$ cat src/rtl/opmode_pkg.sv
`default_nettype none
package opmode_pkg;

  // ----------------------------------------------------------------------
  // Timing
  // ----------------------------------------------------------------------

  // Core clock rate in Hz.
  localparam int unsigned CLK_HZ = 10_000_000;
  // Watchdog period in milliseconds.
  localparam int unsigned WATCHDOG_TIMEOUT_PERIOD_MS = 310;
  // Direct-input inactivity time in milliseconds.
  localparam int unsigned INPUT_IDLE_MS = 250;
  // Cycle counts, longest times rounded down.
  localparam int unsigned WATCHDOG_CYCLES =
    (CLK_HZ / 1000) * WATCHDOG_TIMEOUT_PERIOD_MS;
  localparam int unsigned INPUT_IDLE_CYCLES =
    (CLK_HZ / 1000) * INPUT_IDLE_MS;
  // Counter width covers both counts.
  localparam int unsigned CNT_W = 32;

  // ----------------------------------------------------------------------
  // Register map (APB byte addresses)
  // ----------------------------------------------------------------------

  // Global configuration register, software steers the supervisor.
  localparam logic [7:0] GLOBAL_CONFIGURATION_REGISTER_ADDR = 8'h00;
  // Status register, read only.
  localparam logic [7:0] STATUS_ADDR = 8'h04;
  // Serial word mailbox, writing models reception of one word.
  localparam logic [7:0] SERIAL_WORD_ADDR = 8'h08;

  // Configuration bit positions.
  localparam int unsigned CFG_WATCHDOG_DISABLE_BIT = 4;
  localparam int unsigned CFG_SUPPLY_LOSS_EN_BIT = 0;
  localparam int unsigned CFG_SUPPLY_HIGH_QUALIFIER_BIT = 1;
  localparam int unsigned CFG_PARALLEL_BIT = 2;
  // Power-on flag position in the status register.
  localparam int unsigned STAT_POWER_ON_BIT = 8;
  // Reset value of the configuration register.
  localparam logic [7:0] CFG_RESET = 8'h00;
  // Top bit of a serial word carries the watchdog toggle bit.
  localparam int unsigned WORD_TOGGLE_BIT = 15;

  // ----------------------------------------------------------------------
  // Modes
  // ----------------------------------------------------------------------

  // Operating mode of the device.
  typedef enum logic [1:0] {
    MODE_SLEEP,
    MODE_NORMAL,
    MODE_FAILSAFE,
    MODE_FAULT
  } mode_e;

endpackage : opmode_pkg
`default_nettype wire

$ cat src/rtl/operating_mode_supervisor.sv
// Overview of operation
// - Reset-pin or input rising edge wakes to Normal.
// - Input activity flag drops after idle timeout.
// - Both flags low, pin low: Sleep.
// - Normal or Fail-safe: inputs drive channels.
// - Wake-up is pin OR either activity flag.
// - Fail-safe from supply loss or watchdog timeout.
// - Fault from channel faults, undervoltage, qualified overvoltage.
// - Mode table selects Sleep, Normal, Fail-safe, Fault.
// - Watchdog runs with supply, enabled, pin high.
// - Disable bit blocks Fail-safe after watchdog timeout.
// - Sleep: channels off, registers held at default.
// - Power-up state is Sleep.
// - Fail-safe drives output low, inputs drive channels.
// - Fail-safe entry resets registers but the parallel bit, blocks register writes.
// - Reset-pin rising edge starts the watchdog.
// - Toggle bit unchanged for period: Fail-safe.
// - Top-bit word then second word leaves Fail-safe.
// - Normal return releases output, keeps power-on, parallel.
`timescale 1ns/1ns
`default_nettype none

module operating_mode_supervisor (
  input  wire logic        core_clk_in,          // Core clock, 10 MHz.
  input  wire logic        nrst_in,              // Async reset, active low.
  // APB slave.
  input  wire logic        psel_in,              // Slave select.
  input  wire logic        penable_in,           // Access phase.
  input  wire logic        pwrite_in,            // Write direction.
  input  wire logic [7:0]  paddr_in,             // Byte address.
  input  wire logic [31:0] pwdata_in,            // Write data.
  output logic             pready_out,           // Always ready.
  output logic             pslverr_out,          // Error answer.
  output logic [31:0]      prdata_out,           // Read data.
  // Pins and analogue status (asynchronous).
  input  wire logic        wake_reset_pin_n_in,  // Reset/wake pin.
  input  wire logic [1:0]  direct_in,            // Direct inputs.
  input  wire logic        logic_supply_ok_in,   // Logic supply present.
  input  wire logic [1:0]  overcurrent_fault_in, // Per channel.
  input  wire logic [1:0]  overtemperature_fault_in, // Per channel.
  input  wire logic [1:0]  severe_short_fault_in,    // Per channel.
  input  wire logic        undervoltage_fault_in,    // Supply low.
  input  wire logic        supply_high_fault_in,     // Supply high.
  // Outputs.
  output logic             failsafe_output_n_out,    // Low in Fail-safe.
  output logic [1:0]       channel_on_out,           // Channel drive.
  output logic             normal_mode_flag_out,     // Normal mode.
  output logic [1:0]       mode_out,                 // Current mode.
  output logic             delatch_out               // Delatch pulse.
);

  // ----------------------------------------------------------------------
  // State
  // ----------------------------------------------------------------------

  // All state in one record; the comb block computes its next copy.
  typedef struct packed {
    logic [1:0]                        rst_sync;   // Pin synchroniser.
    logic [1:0]                        sup_sync;   // Supply synchroniser.
    logic [1:0]                        in0_sync;   // Input 0 sync.
    logic [1:0]                        in1_sync;   // Input 1 sync.
    logic [1:0]                        flt_sync;   // Merged fault sync.
    logic                              rst_prev;   // Pin, last cycle.
    logic [1:0]                        in_prev;    // Inputs, last cycle.
    logic [1:0]                        in_on;      // Activity flags.
    logic [1:0][opmode_pkg::CNT_W-1:0] idle_cnt;   // Inactivity timers.
    logic                              wd_run;     // Watchdog started.
    logic [opmode_pkg::CNT_W-1:0]      wd_cnt;     // Watchdog timer.
    logic                              wd_last;    // Last toggle bit.
    logic                              wd_expired; // Timeout seen.
    logic                              fs_armed;   // Exit word seen.
    logic                              sup_seen;   // Supply was present.
    logic                              sup_lost;   // Supply-loss cause.
    logic [7:0]                        cfg;        // Configuration.
    logic                              power_on;   // Power-on flag.
    opmode_pkg::mode_e                 mode;       // Operating mode.
    logic                              delatch;    // Delatch pulse.
    logic [31:0]                       rdata;      // Read data.
    logic                              slverr;     // Error answer.
  } state_s;

  state_s st;       // Registered state.
  state_s next_st;  // Next state.

  // Combinational helper terms.
  logic wake_up;     // Wake-up term.
  logic fail_safe;   // Fail-safe term.
  logic fault;       // Fault term.
  logic rst_pin;     // Synchronised reset pin.
  logic sup_ok;      // Synchronised supply status.
  logic [1:0] din;   // Synchronised direct inputs.
  logic apb_acc;     // APB access phase.
  logic word_wr;     // A serial word arrives.
  logic reg_open;    // Register writes allowed.
  opmode_pkg::mode_e sel_mode; // Mode from the table.

  // Counter saturating increment, used by every timer.
  function automatic logic [opmode_pkg::CNT_W-1:0] bump(
    input logic [opmode_pkg::CNT_W-1:0] c
  );
    bump = (c == '1) ? c : c + 1'b1;
  endfunction : bump

  // ----------------------------------------------------------------------
  // Next-state logic
  // ----------------------------------------------------------------------

  // All behaviour lives here; external levels are read only after the
  // second flip-flop of their synchroniser.
  always_comb begin
    next_st = st;
    rst_pin = st.rst_sync[1];
    sup_ok  = st.sup_sync[1];
    din     = {st.in1_sync[1], st.in0_sync[1]};
    // Synchronisers: first stage feeds only the second.
    next_st.rst_sync = {st.rst_sync[0], wake_reset_pin_n_in};
    next_st.sup_sync = {st.sup_sync[0], logic_supply_ok_in};
    next_st.in0_sync = {st.in0_sync[0], direct_in[0]};
    next_st.in1_sync = {st.in1_sync[0], direct_in[1]};
    next_st.flt_sync = {st.flt_sync[0],
      (|overcurrent_fault_in) | (|overtemperature_fault_in) |
      (|severe_short_fault_in) | undervoltage_fault_in |
      (supply_high_fault_in &
       st.cfg[opmode_pkg::CFG_SUPPLY_HIGH_QUALIFIER_BIT])};
    next_st.rst_prev = rst_pin;
    next_st.in_prev  = din;
    next_st.delatch  = 1'b0;
    if (sup_ok) begin
      next_st.sup_seen = 1'b1;
    end
    // Supply loss counts whenever the enable is set while a supply once seen is low. The
    // cause is held, because Fail-safe entry clears the enable itself.
    if (st.sup_seen && !sup_ok &&
        st.cfg[opmode_pkg::CFG_SUPPLY_LOSS_EN_BIT]) begin
      next_st.sup_lost = 1'b1;
    end

    // Input activity: any edge restarts the idle timer; a rising edge
    // also sets the flag, which is what wakes a device on inputs alone.
    for (int i = 0; i < 2; i++) begin
      if (din[i] != st.in_prev[i]) begin
        next_st.idle_cnt[i] = '0;
        if (din[i]) begin
          next_st.in_on[i] = 1'b1;
        end
      end else if (st.idle_cnt[i] >= opmode_pkg::INPUT_IDLE_CYCLES) begin
        next_st.in_on[i] = 1'b0;
      end else begin
        next_st.idle_cnt[i] = bump(st.idle_cnt[i]);
      end
    end

    // APB decode; the slave answers in the access cycle, no wait state.
    apb_acc  = psel_in & penable_in;
    word_wr  = apb_acc & pwrite_in &
               (paddr_in == opmode_pkg::SERIAL_WORD_ADDR) &
               (st.mode != opmode_pkg::MODE_SLEEP);
    reg_open = (st.mode == opmode_pkg::MODE_NORMAL) ||
               (st.mode == opmode_pkg::MODE_FAULT && !st.fs_armed);

    // Watchdog: once started, runs in any awake mode with supply, enabled and pin high.
    if (rst_pin && !st.rst_prev && sup_ok) begin
      next_st.wd_run = 1'b1;
      next_st.wd_cnt = '0;
    end else if (st.wd_run && sup_ok && rst_pin &&
        !st.cfg[opmode_pkg::CFG_WATCHDOG_DISABLE_BIT]) begin
      if (word_wr && (pwdata_in[opmode_pkg::WORD_TOGGLE_BIT] !=
          st.wd_last)) begin
        next_st.wd_cnt = '0;
      end else if (st.wd_cnt >= opmode_pkg::WATCHDOG_CYCLES) begin
        next_st.wd_expired = 1'b1;
      end else begin
        next_st.wd_cnt = bump(st.wd_cnt);
      end
    end
    if (word_wr) begin
      next_st.wd_last = pwdata_in[opmode_pkg::WORD_TOGGLE_BIT];
    end

    // Leaving Fail-safe: a word with the top bit set arms the exit and a
    // second word inside the period completes it.
    if (st.mode == opmode_pkg::MODE_FAILSAFE && word_wr) begin
      if (st.fs_armed) begin
        next_st.wd_expired = 1'b0;
        next_st.fs_armed   = 1'b0;
        next_st.wd_cnt     = '0;
        // A supply-loss cause clears only once the supply is back.
        if (sup_ok) begin
          next_st.sup_lost = 1'b0;
        end
      end else if (pwdata_in[opmode_pkg::WORD_TOGGLE_BIT]) begin
        next_st.fs_armed = 1'b1;
        next_st.wd_cnt   = '0;
      end
    end else if (st.fs_armed && st.wd_cnt >= opmode_pkg::WATCHDOG_CYCLES)
    begin
      next_st.fs_armed = 1'b0; // Second word late: start over.
    end

    // Mode terms.
    wake_up   = rst_pin | (|st.in_on);
    fail_safe = st.sup_lost |
                (st.wd_expired &
                 ~st.cfg[opmode_pkg::CFG_WATCHDOG_DISABLE_BIT]);
    fault     = st.flt_sync[1];

    // Table: wake-up low wins, then fault, then fail-safe.
    if (!wake_up) begin
      sel_mode = opmode_pkg::MODE_SLEEP;
    end else if (fault) begin
      sel_mode = opmode_pkg::MODE_FAULT;
    end else if (fail_safe) begin
      sel_mode = opmode_pkg::MODE_FAILSAFE;
    end else begin
      sel_mode = opmode_pkg::MODE_NORMAL;
    end
    next_st.mode = sel_mode;

    // Mode-entry effects.
    unique case (sel_mode)
      opmode_pkg::MODE_SLEEP: begin
        // Registers stay at default; writes and serial words are ignored.
        next_st.cfg        = opmode_pkg::CFG_RESET;
        next_st.wd_run     = 1'b0;
        next_st.sup_lost   = 1'b0;
        next_st.wd_expired = 1'b0;
        next_st.fs_armed   = 1'b0;
      end
      opmode_pkg::MODE_FAILSAFE: begin
        if (st.mode != opmode_pkg::MODE_FAILSAFE) begin
          // Keep only the parallel bit; power-on lives apart.
          next_st.cfg = opmode_pkg::CFG_RESET |
            (st.cfg & (8'h01 << opmode_pkg::CFG_PARALLEL_BIT));
          next_st.delatch = 1'b1;
        end
      end
      opmode_pkg::MODE_NORMAL: begin
        if (st.mode == opmode_pkg::MODE_FAILSAFE) begin
          next_st.cfg = opmode_pkg::CFG_RESET |
            (st.cfg & (8'h01 << opmode_pkg::CFG_PARALLEL_BIT));
        end
      end
      opmode_pkg::MODE_FAULT: begin
      end
    endcase

    // Register writes, blocked in Fail-safe.
    if (apb_acc && pwrite_in && reg_open && sel_mode ==
        st.mode && paddr_in ==
        opmode_pkg::GLOBAL_CONFIGURATION_REGISTER_ADDR) begin
      next_st.cfg = pwdata_in[7:0];
    end
    // Reading the status clears the power-on flag.
    if (apb_acc && !pwrite_in && paddr_in == opmode_pkg::STATUS_ADDR) begin
      next_st.power_on = 1'b0;
    end

    // Read data and error answer, registered for the access cycle.
    next_st.rdata  = '0;
    next_st.slverr = 1'b0;
    if (psel_in && !penable_in) begin
      unique case (paddr_in)
        opmode_pkg::GLOBAL_CONFIGURATION_REGISTER_ADDR: begin
          next_st.rdata = {24'h000000, st.cfg};
        end
        opmode_pkg::STATUS_ADDR: begin
          next_st.rdata = {23'h000000, st.power_on, 1'b0, st.wd_run,
                           st.fs_armed, st.in_on, 1'b0, st.mode};
        end
        opmode_pkg::SERIAL_WORD_ADDR: begin
          next_st.rdata = '0;
        end
        default: begin
          next_st.slverr = 1'b1;
        end
      endcase
    end
  end

  // ----------------------------------------------------------------------
  // State register
  // ----------------------------------------------------------------------

  // Reset lands in Sleep with all flags clear except the power-on flag, which is set.
  always_ff @(posedge core_clk_in or negedge nrst_in) begin
    if (!nrst_in) begin
      st          <= '0;
      st.cfg      <= opmode_pkg::CFG_RESET;
      st.power_on <= 1'b1;
      st.mode     <= opmode_pkg::MODE_SLEEP;
    end else begin
      st <= next_st;
    end
  end

  // ----------------------------------------------------------------------
  // Outputs
  // ----------------------------------------------------------------------

  // Channels follow direct inputs in Fail-safe, and in Normal with the pin low; in
  // Normal with the pin high the PWM engine (outside) owns them, so
  // here they follow the inputs too as the only source we have.
  always_comb begin
    channel_on_out = 2'b00;
    if (st.mode == opmode_pkg::MODE_FAILSAFE ||
        st.mode == opmode_pkg::MODE_NORMAL) begin
      channel_on_out = {st.in1_sync[1], st.in0_sync[1]};
    end
  end

  assign failsafe_output_n_out =
    (st.mode != opmode_pkg::MODE_FAILSAFE);
  assign normal_mode_flag_out = (st.mode == opmode_pkg::MODE_NORMAL);
  assign mode_out             = st.mode;
  assign delatch_out          = st.delatch;
  assign pready_out           = 1'b1;
  assign pslverr_out          = st.slverr & psel_in & penable_in;
  assign prdata_out           = st.rdata;

endmodule : operating_mode_supervisor

`default_nettype wire

$ cat config.mk
export PLATFORM = sky130hd
export DESIGN_NAME = operating_mode_supervisor
export DESIGN_NICKNAME = d
export VERILOG_FILES = /design/src/rtl/opmode_pkg.sv /design/src/rtl/operating_mode_supervisor.sv
export SDC_FILE = /design/constraint.sdc
export NUM_CORES = 1
export LEC_CHECK = 0
export CAP_MARGIN = 30
export CORE_UTILIZATION = 39
export DETAILED_ROUTE_END_ITERATION = 8
export DONT_BUFFER_PORTS = 1
export PLACE_DENSITY = 0.53
export SYNTH_ARGS = -nofsm -noshare
export SYNTH_HDL_FRONTEND = slang
export SYNTH_SLANG_ARGS = --single-unit
$ cat constraint.sdc
create_clock -name core_clk_in -period 6 [get_ports core_clk_in]
set_clock_uncertainty 0.2 [all_clocks]
set_input_delay 0 -clock core_clk_in [delete_from_list [all_inputs] [get_ports core_clk_in]]
set_output_delay 0 -clock core_clk_in [all_outputs]
set_load 0.02 [all_outputs]
==> results of run 1 <==
==> through the flow <==
step / util (%) / setup slack (ps) / std cells
floorplan: - / 4000 / 719
global placement: 40.4 / 3410 / 895
detailed placement: 40.4 / 3360 / 895
CTS: 46.9 / 3050 / 976
global route: 46.9 / 2870 / 976
finish: 46.9 / 2990 / 976
==> registers in the layout, summed over array words and instances, names as in the netlist <==
register and flops:
st 118, prdata_out 9, next_st 6, din 2
mode_out 2, delatch_out 1, fault 1
==> per-layer routing <==
metal | up-vias | part of all wire, % | global-route usage, %
met5 | - | 0 | 0
met4 | 0 | 1.9 | 7.87
met3 | 22 | 3.4 | 3.29
met2 | 88 | 47 | 26.7
met1 | 2467 | 48 | 22.2
li1 | 2423 | - | -
==> repair_timing <==
item | 4_1_cts | 5_1_grt
setup buffers | 0 | 0
hold buffers | 49 | 0
endpoints found under the hold margin | 168 | 0
==> cells in the final DEF, fill, tap and decap left out, drive strengths merged, types with 5 or more instances in the layout <==
| cell | count |
|---|---|
| nor3 | 16 |
| buf | 5 |
| clkbuf | 24 |
| inv | 29 |
| nand4b | 8 |
| ha | 10 |
| xnor2 | 24 |
| nand4 | 27 |
| xor2 | 39 |
| nand3 | 37 |
| or3 | 6 |
| a31oi | 7 |
| nor4 | 22 |
| nand2 | 41 |
| o21ai | 19 |
| and2 | 19 |
| and3 | 29 |
| dlygate4sd3 | 48 |
| dfrtp | 138 |
| a22oi | 6 |
| conb | 24 |
| a21oi | 18 |
| nor2 | 103 |
==> final cells by class <==
cell class / instances / area (um^2) / area share (%)
Sequential cell: 139 / 3480 / 42.8
Multi-Input combinational cell: 498 / 3110 / 38.2
Timing Repair Buffer: 53 / 538 / 6.61
Clock buffer: 24 / 482 / 5.92
Tap cell: 225 / 282 / 3.46
Clock inverter: 8 / 140 / 1.72
Inverter: 29 / 109 / 1.34
==> worst min path at each step <==
| stage | endpoint | cells past startpoint | from | slack (ps) |
|---|---|---|---|---|
| after global placement | prdata_out[8] | 0 | nrst_in | -490 |
| final | pslverr_out | 1 | penable_in | 20 |
| after floorplan | delatch_out | 0 | nrst_in | -500 |
| after detailed placement | prdata_out[8] | 0 | nrst_in | -490 |
| after CTS | pslverr_out | 1 | penable_in | 20 |
| after global routing | pslverr_out | 1 | penable_in | 30 |
==> critical path, stage by stage <==
cell	delay (ps)
dlygate4sd3_1	570
nor4_4	190
dlygate4sd3_1	630
nand2_1	120
nor3_4	150
dlygate4sd3_1	740
and3_1	210
dlygate4sd3_1	550
==> power by group through the flow <==
stage	combinational, mW	sequential (mW)	clock (mW)
6_report	0.122	0.983	1.11
5_1_grt	0.140	0.986	1.17
4_1_cts	0.125	0.983	1.13
3_5_place_dp	0.0851	1.00	0
3_3_place_gp	0.0826	0.998	0
2_1_floorplan	0.0831	0.993	0
==> kinds of logic after synthesis <==
| kind of cell | after synthesis |
|---|---|
| AND/OR/NAND/NOR | 331 |
| flip-flops | 139 |
| buffers and inverters | 82 |
| AO/OA/AOI/OAI | 68 |
| XOR/XNOR | 63 |
| adder cells (fa/ha/maj) | 10 |
| other | 2 |
| multiplexers | 2 |
==> results.cfg, run 1 <==
[critical_path]
cp.arrival_ps = 3160
crit_path_end_kind = flop
reg2reg_from = mode_out[1]
ff2ff_setup_slack_ps = 3020
endpoint = prdata_out[7]
crit_start = paddr_in[6]
crit_path_max_fanout = 8
critical_path_class = primary input to flop
reg2reg_depth = 8
worst_ep_required_time_ps = 6150
timing.rr.end = st[49]
start_kind = primary input

[route]
via_count = 5000
antenna_left = 0
drt_first_pass_iters = 4
post-route-drc-count = 0
dr.first_iter.drc_count = 286
wl_per_cell_um = 14.6
routed_wl_mm = 14.3
viasPerCell = 5.12

[synthesis]
synthesis.area_um2 = 6960
muxShareOfSynthArea_pct = 0.288
yosys.area_share.simple_pct = 26.6
ys_seq_area_share_pct = 50.0
yosysUniqueCellTypes = 62
netlist_instances = 697
synthTopCellsByArea = dfrtp_1, nor2_1, xor2_1
synth_top_area_cell = dfrtp_1
ys_seq_elements = 139
ys.flop_type = dfrtp_1
synth.top_cell.area_share_pct = 49.6
synth_edf_count = 0
synth_compound_area_share_pct = 6.49
synth_common_cells = dfrtp_1, nor2_1, nand2_1, xor2_1, buf_4
ys_async_sr_fraction_pct = 100
yosys.area_share.adder_pct = 1.80
postSynthAreaPerCell_um2 = 9.98
synthXorXnorAreaFrac_pct = 8.15
yosysMostFrequentCell = dfrtp_1
synth_top_family_by_area = simple AND/OR/NAND/NOR gates
yosysWarningCount = 0

[sta]
tns_ps = 0
slew_violations = 0
rsz0062_at_grt = false
setup-violations-final = 0
fin_crit_ps = 3010
slew_headroom_pct = 32.8
hold_ws_ps = 16.9
min_period_over_period_pct = 50.2
finalHoldViolations = 0
fmax_mhz = 332
tightestPinTransition_ps = 1010

[pwr]
pwr-share-seq_pct = 44.5
internal_power_mw = 1.73
leakagePower_nw = 3.56
totalPowerFinal_mw = 2.21
power_switching_mw = 0.482
comb_power_share_pct = 5.5
p_clk_share_pct = 50.0
powerDensity_nw_per_um2 = 272
peakVddDrop_mv = 0.208
p_sw_share_pct = 21.8

[global_route]
grt_max_degree = 140
grt_pass1_wl_mm = 24.3
overflow = 0
grt_antenna_before_repair = 0
grt_usage_pct = 16.9
grt_pass1_vias = 4951

[floorplan]
initial_core_util_pct = 40.1
fp.dieH_um = 136
ios = 98
rows = 48
die_area_um2 = 18400
core_um2 = 17400
die_x_um = 136

[clock_tree]
path_clk_slew_ps = 50
cts_num_sinks = 139
post_cts_resized = 0
root_buffer = clkbuf_16
clk_latency_ps = 420
cts_buffers = 17
cts_buffer_depth = 2
h-tree-depth = 4
cts_tree = built

[place]
dpl.hpwl_mm = 9.11
gp_congestion = 0.776
dpl-instance-area_um2 = 7010
io_buffers = 0

[cells_and_area]
n_antenna_cell = 0
layout.nets = 805
fill_cells = 1620
stdcell_area_um2 = 8140
syn_to_final_growth_pct = 17.0
drive_gt1_share_pct = 8.79

[run]
maxCapViolations = 0

[status]
status = complete, no violations

[worst_hold_path]
hp-class = primary input to output port
No activity file was read; power rests on OpenSTA's default activity.
==> run 2, diff against run 1 <==
- ABC_AREA: not set -> 1
- clock period: 6 -> 2.92 ns (I/O delays scaled with it)
==> results.cfg, run 2 <==
[route]
drt_first_pass_iters = 5
viasPerCell = 4.68
wl_per_cell_um = 12.7
via_count = 6226
routed_wl_mm = 16.8
dr.first_iter.drc_count = 258
antenna_left = 0
post-route-drc-count = 0

[sta]
fmax_mhz = 356
setup-violations-final = 0
slew_violations = 0
slew_headroom_pct = 62.6
hold_ws_ps = -929
tightestPinTransition_ps = 560
min_period_over_period_pct = 96.2
fin_crit_ps = 2810
finalHoldViolations = 139

[cells_and_area]
top_register = st
largest_reg_flops = 118
final_cell_mix = nand2_1, nor2_1, dfrtp_1
layout_commonest_cell = nand2_1
syn_to_final_growth_pct = 15.8
drive_gt1_share_pct = 10.1
n_antenna_cell = 0
layout.nets = 1118

[critical_path]
critical_path_class = primary input to flop
crit_path_max_fanout = 8
critical_path.top_delay_family = buffers and inverters
cp.arrival_ps = 2980
ff2ff_setup_slack_ps = 160
slowest_delay_ps = 570
worstPathCellList = dlygate4sd3_1, nor2_1, inv_1, nor2_1, dlygate4sd3_1, nand2_1, nor3_2, nor3b_4, buf_4, nand2_1, dlygate4sd3_1, nand2_1
worst_ep_required_time_ps = 3090
cpMaxStageDelayCell = dlygate4sd3_1
crit_buf_inv = 5
crit_path_end_kind = flop
start_kind = primary input

[run]
maxCapViolations = 0

[clock_tree]
path_clk_slew_ps = 60
cts-hold-fix-buffers = 46
root_buffer = clkbuf_16
h-tree-depth = 4
clk_latency_ps = 430
cts_buffers = 17
cts_tree = built
cts_buffer_depth = 2
cts_num_sinks = 139

[synthesis]
yosysMostFrequentCell = nand2_1
ys_seq_elements = 139
yosysUniqueCellTypes = 41
netlist_instances = 1007
synth_edf_count = 0
synth_top_area_cell = dfrtp_1
ys_seq_area_share_pct = 44.8
yosysWarningCount = 0
synth.top_cell.area_share_pct = 44.5
synthTopCellsByArea = dfrtp_1, nand2_1, nor2_1
ys_async_sr_fraction_pct = 100
synthesis.area_um2 = 7760
synth_common_cells = nand2_1, nor2_1, dfrtp_1, inv_1, nand3_1
ys.flop_type = dfrtp_1
postSynthAreaPerCell_um2 = 7.71

[status]
violations = hold timing
status = finished, violations left

[floorplan]
die_area_um2 = 20500
die_x_um = 143
ios = 98
initial_core_util_pct = 39.9
fp.dieH_um = 143
rows = 51
core_um2 = 19500

[worst_hold_path]
hp-class = primary input to asynchronous set/reset pin

[global_route]
grt_usage_pct = 18.0
grt_pass1_vias = 6065
grt_antenna_before_repair = 0
grt_max_degree = 140
overflow = 0
grt_pass1_wl_mm = 29.0

[place]
dpl.hpwl_mm = 11.3
io_buffers = 0
gp_congestion = 0.858

[pwr]
totalPowerFinal_mw = 4.56
peakVddDrop_mv = 0.384
powerDensity_nw_per_um2 = 507
leakagePower_nw = 4.26
run 2: cells by family after synthesis:
group                    count (synthesis)  synth area share [%]
AO/OA/AOI/OAI                           51                  3.32
XOR/XNOR                                38                  4.38
adder cells (fa/ha/maj)                 10                  1.61
buffers and inverters                  179                  11.0
flip-flops                             139                  44.8
multiplexers                             1                 0.145
other                                    2                0.0967
AND/OR/NAND/NOR                        587                  34.6
run 2: timing repair:
action                                 CTS  global route
setup buffers                            0             1
endpoints found under the hold margin  180           139
setup endpoints to repair                0            13
resized for setup                        0             4
run 2: power breakdown:
part | internal, mW | switching [mW] | total (mW)
clock | 1.38 | 0.946 | 2.33
sequential | 1.97 | 0.0397 | 2.01
combinational | 0.0771 | 0.145 | 0.222
run 2: final cells by class:
type	count	area, um^2
clock buffers	17	425
clock inverters	15	201
fillers	1952	10500
inverters	123	462
multi-input cells	711	3530
flip-flops and latches	139	3480
well taps	265	332
repair buffers	59	558
run 2: through the flow:
step	setup TNS, ps	setup WS [ps]	area [um^2]	utilization, %	cells
2_1_floorplan	0	971	7850	-	1029
3_3_place_gp	0	353	7880	40.5	1250
3_5_place_dp	0	377	7880	40.5	1250
4_1_cts	0	25.1	8970	46.1	1328
5_1_grt	-90.2	-43.5	8990	46.2	1329
6_report	0	112	8990	46.2	1329
run 2: metal layers:
layer	routed length, um	global-route usage (%)	share of wire, %	up-vias
met2	7680	28.3	46	108
met4	242	6.96	1.4	0
met5	0	0	0	-
li1	-	-	-	3195
met3	616	3.79	3.7	20
met1	8290	24.3	49	2903
run 2: final timing paths:
path | startpoint | end | depth (start not counted)
setup / recovery | paddr_in[1] | st[43] | 12
hold / removal | nrst_in | st[144] | 0
setup reg to reg | mode_out[1] | st[43] | 10
hold reg to reg | next_st[157] | din[0] | 0
max in group asynchronous | nrst_in | st[36] | 0
min in group core_clk_in | pwdata_in[7] | st[44] | 3
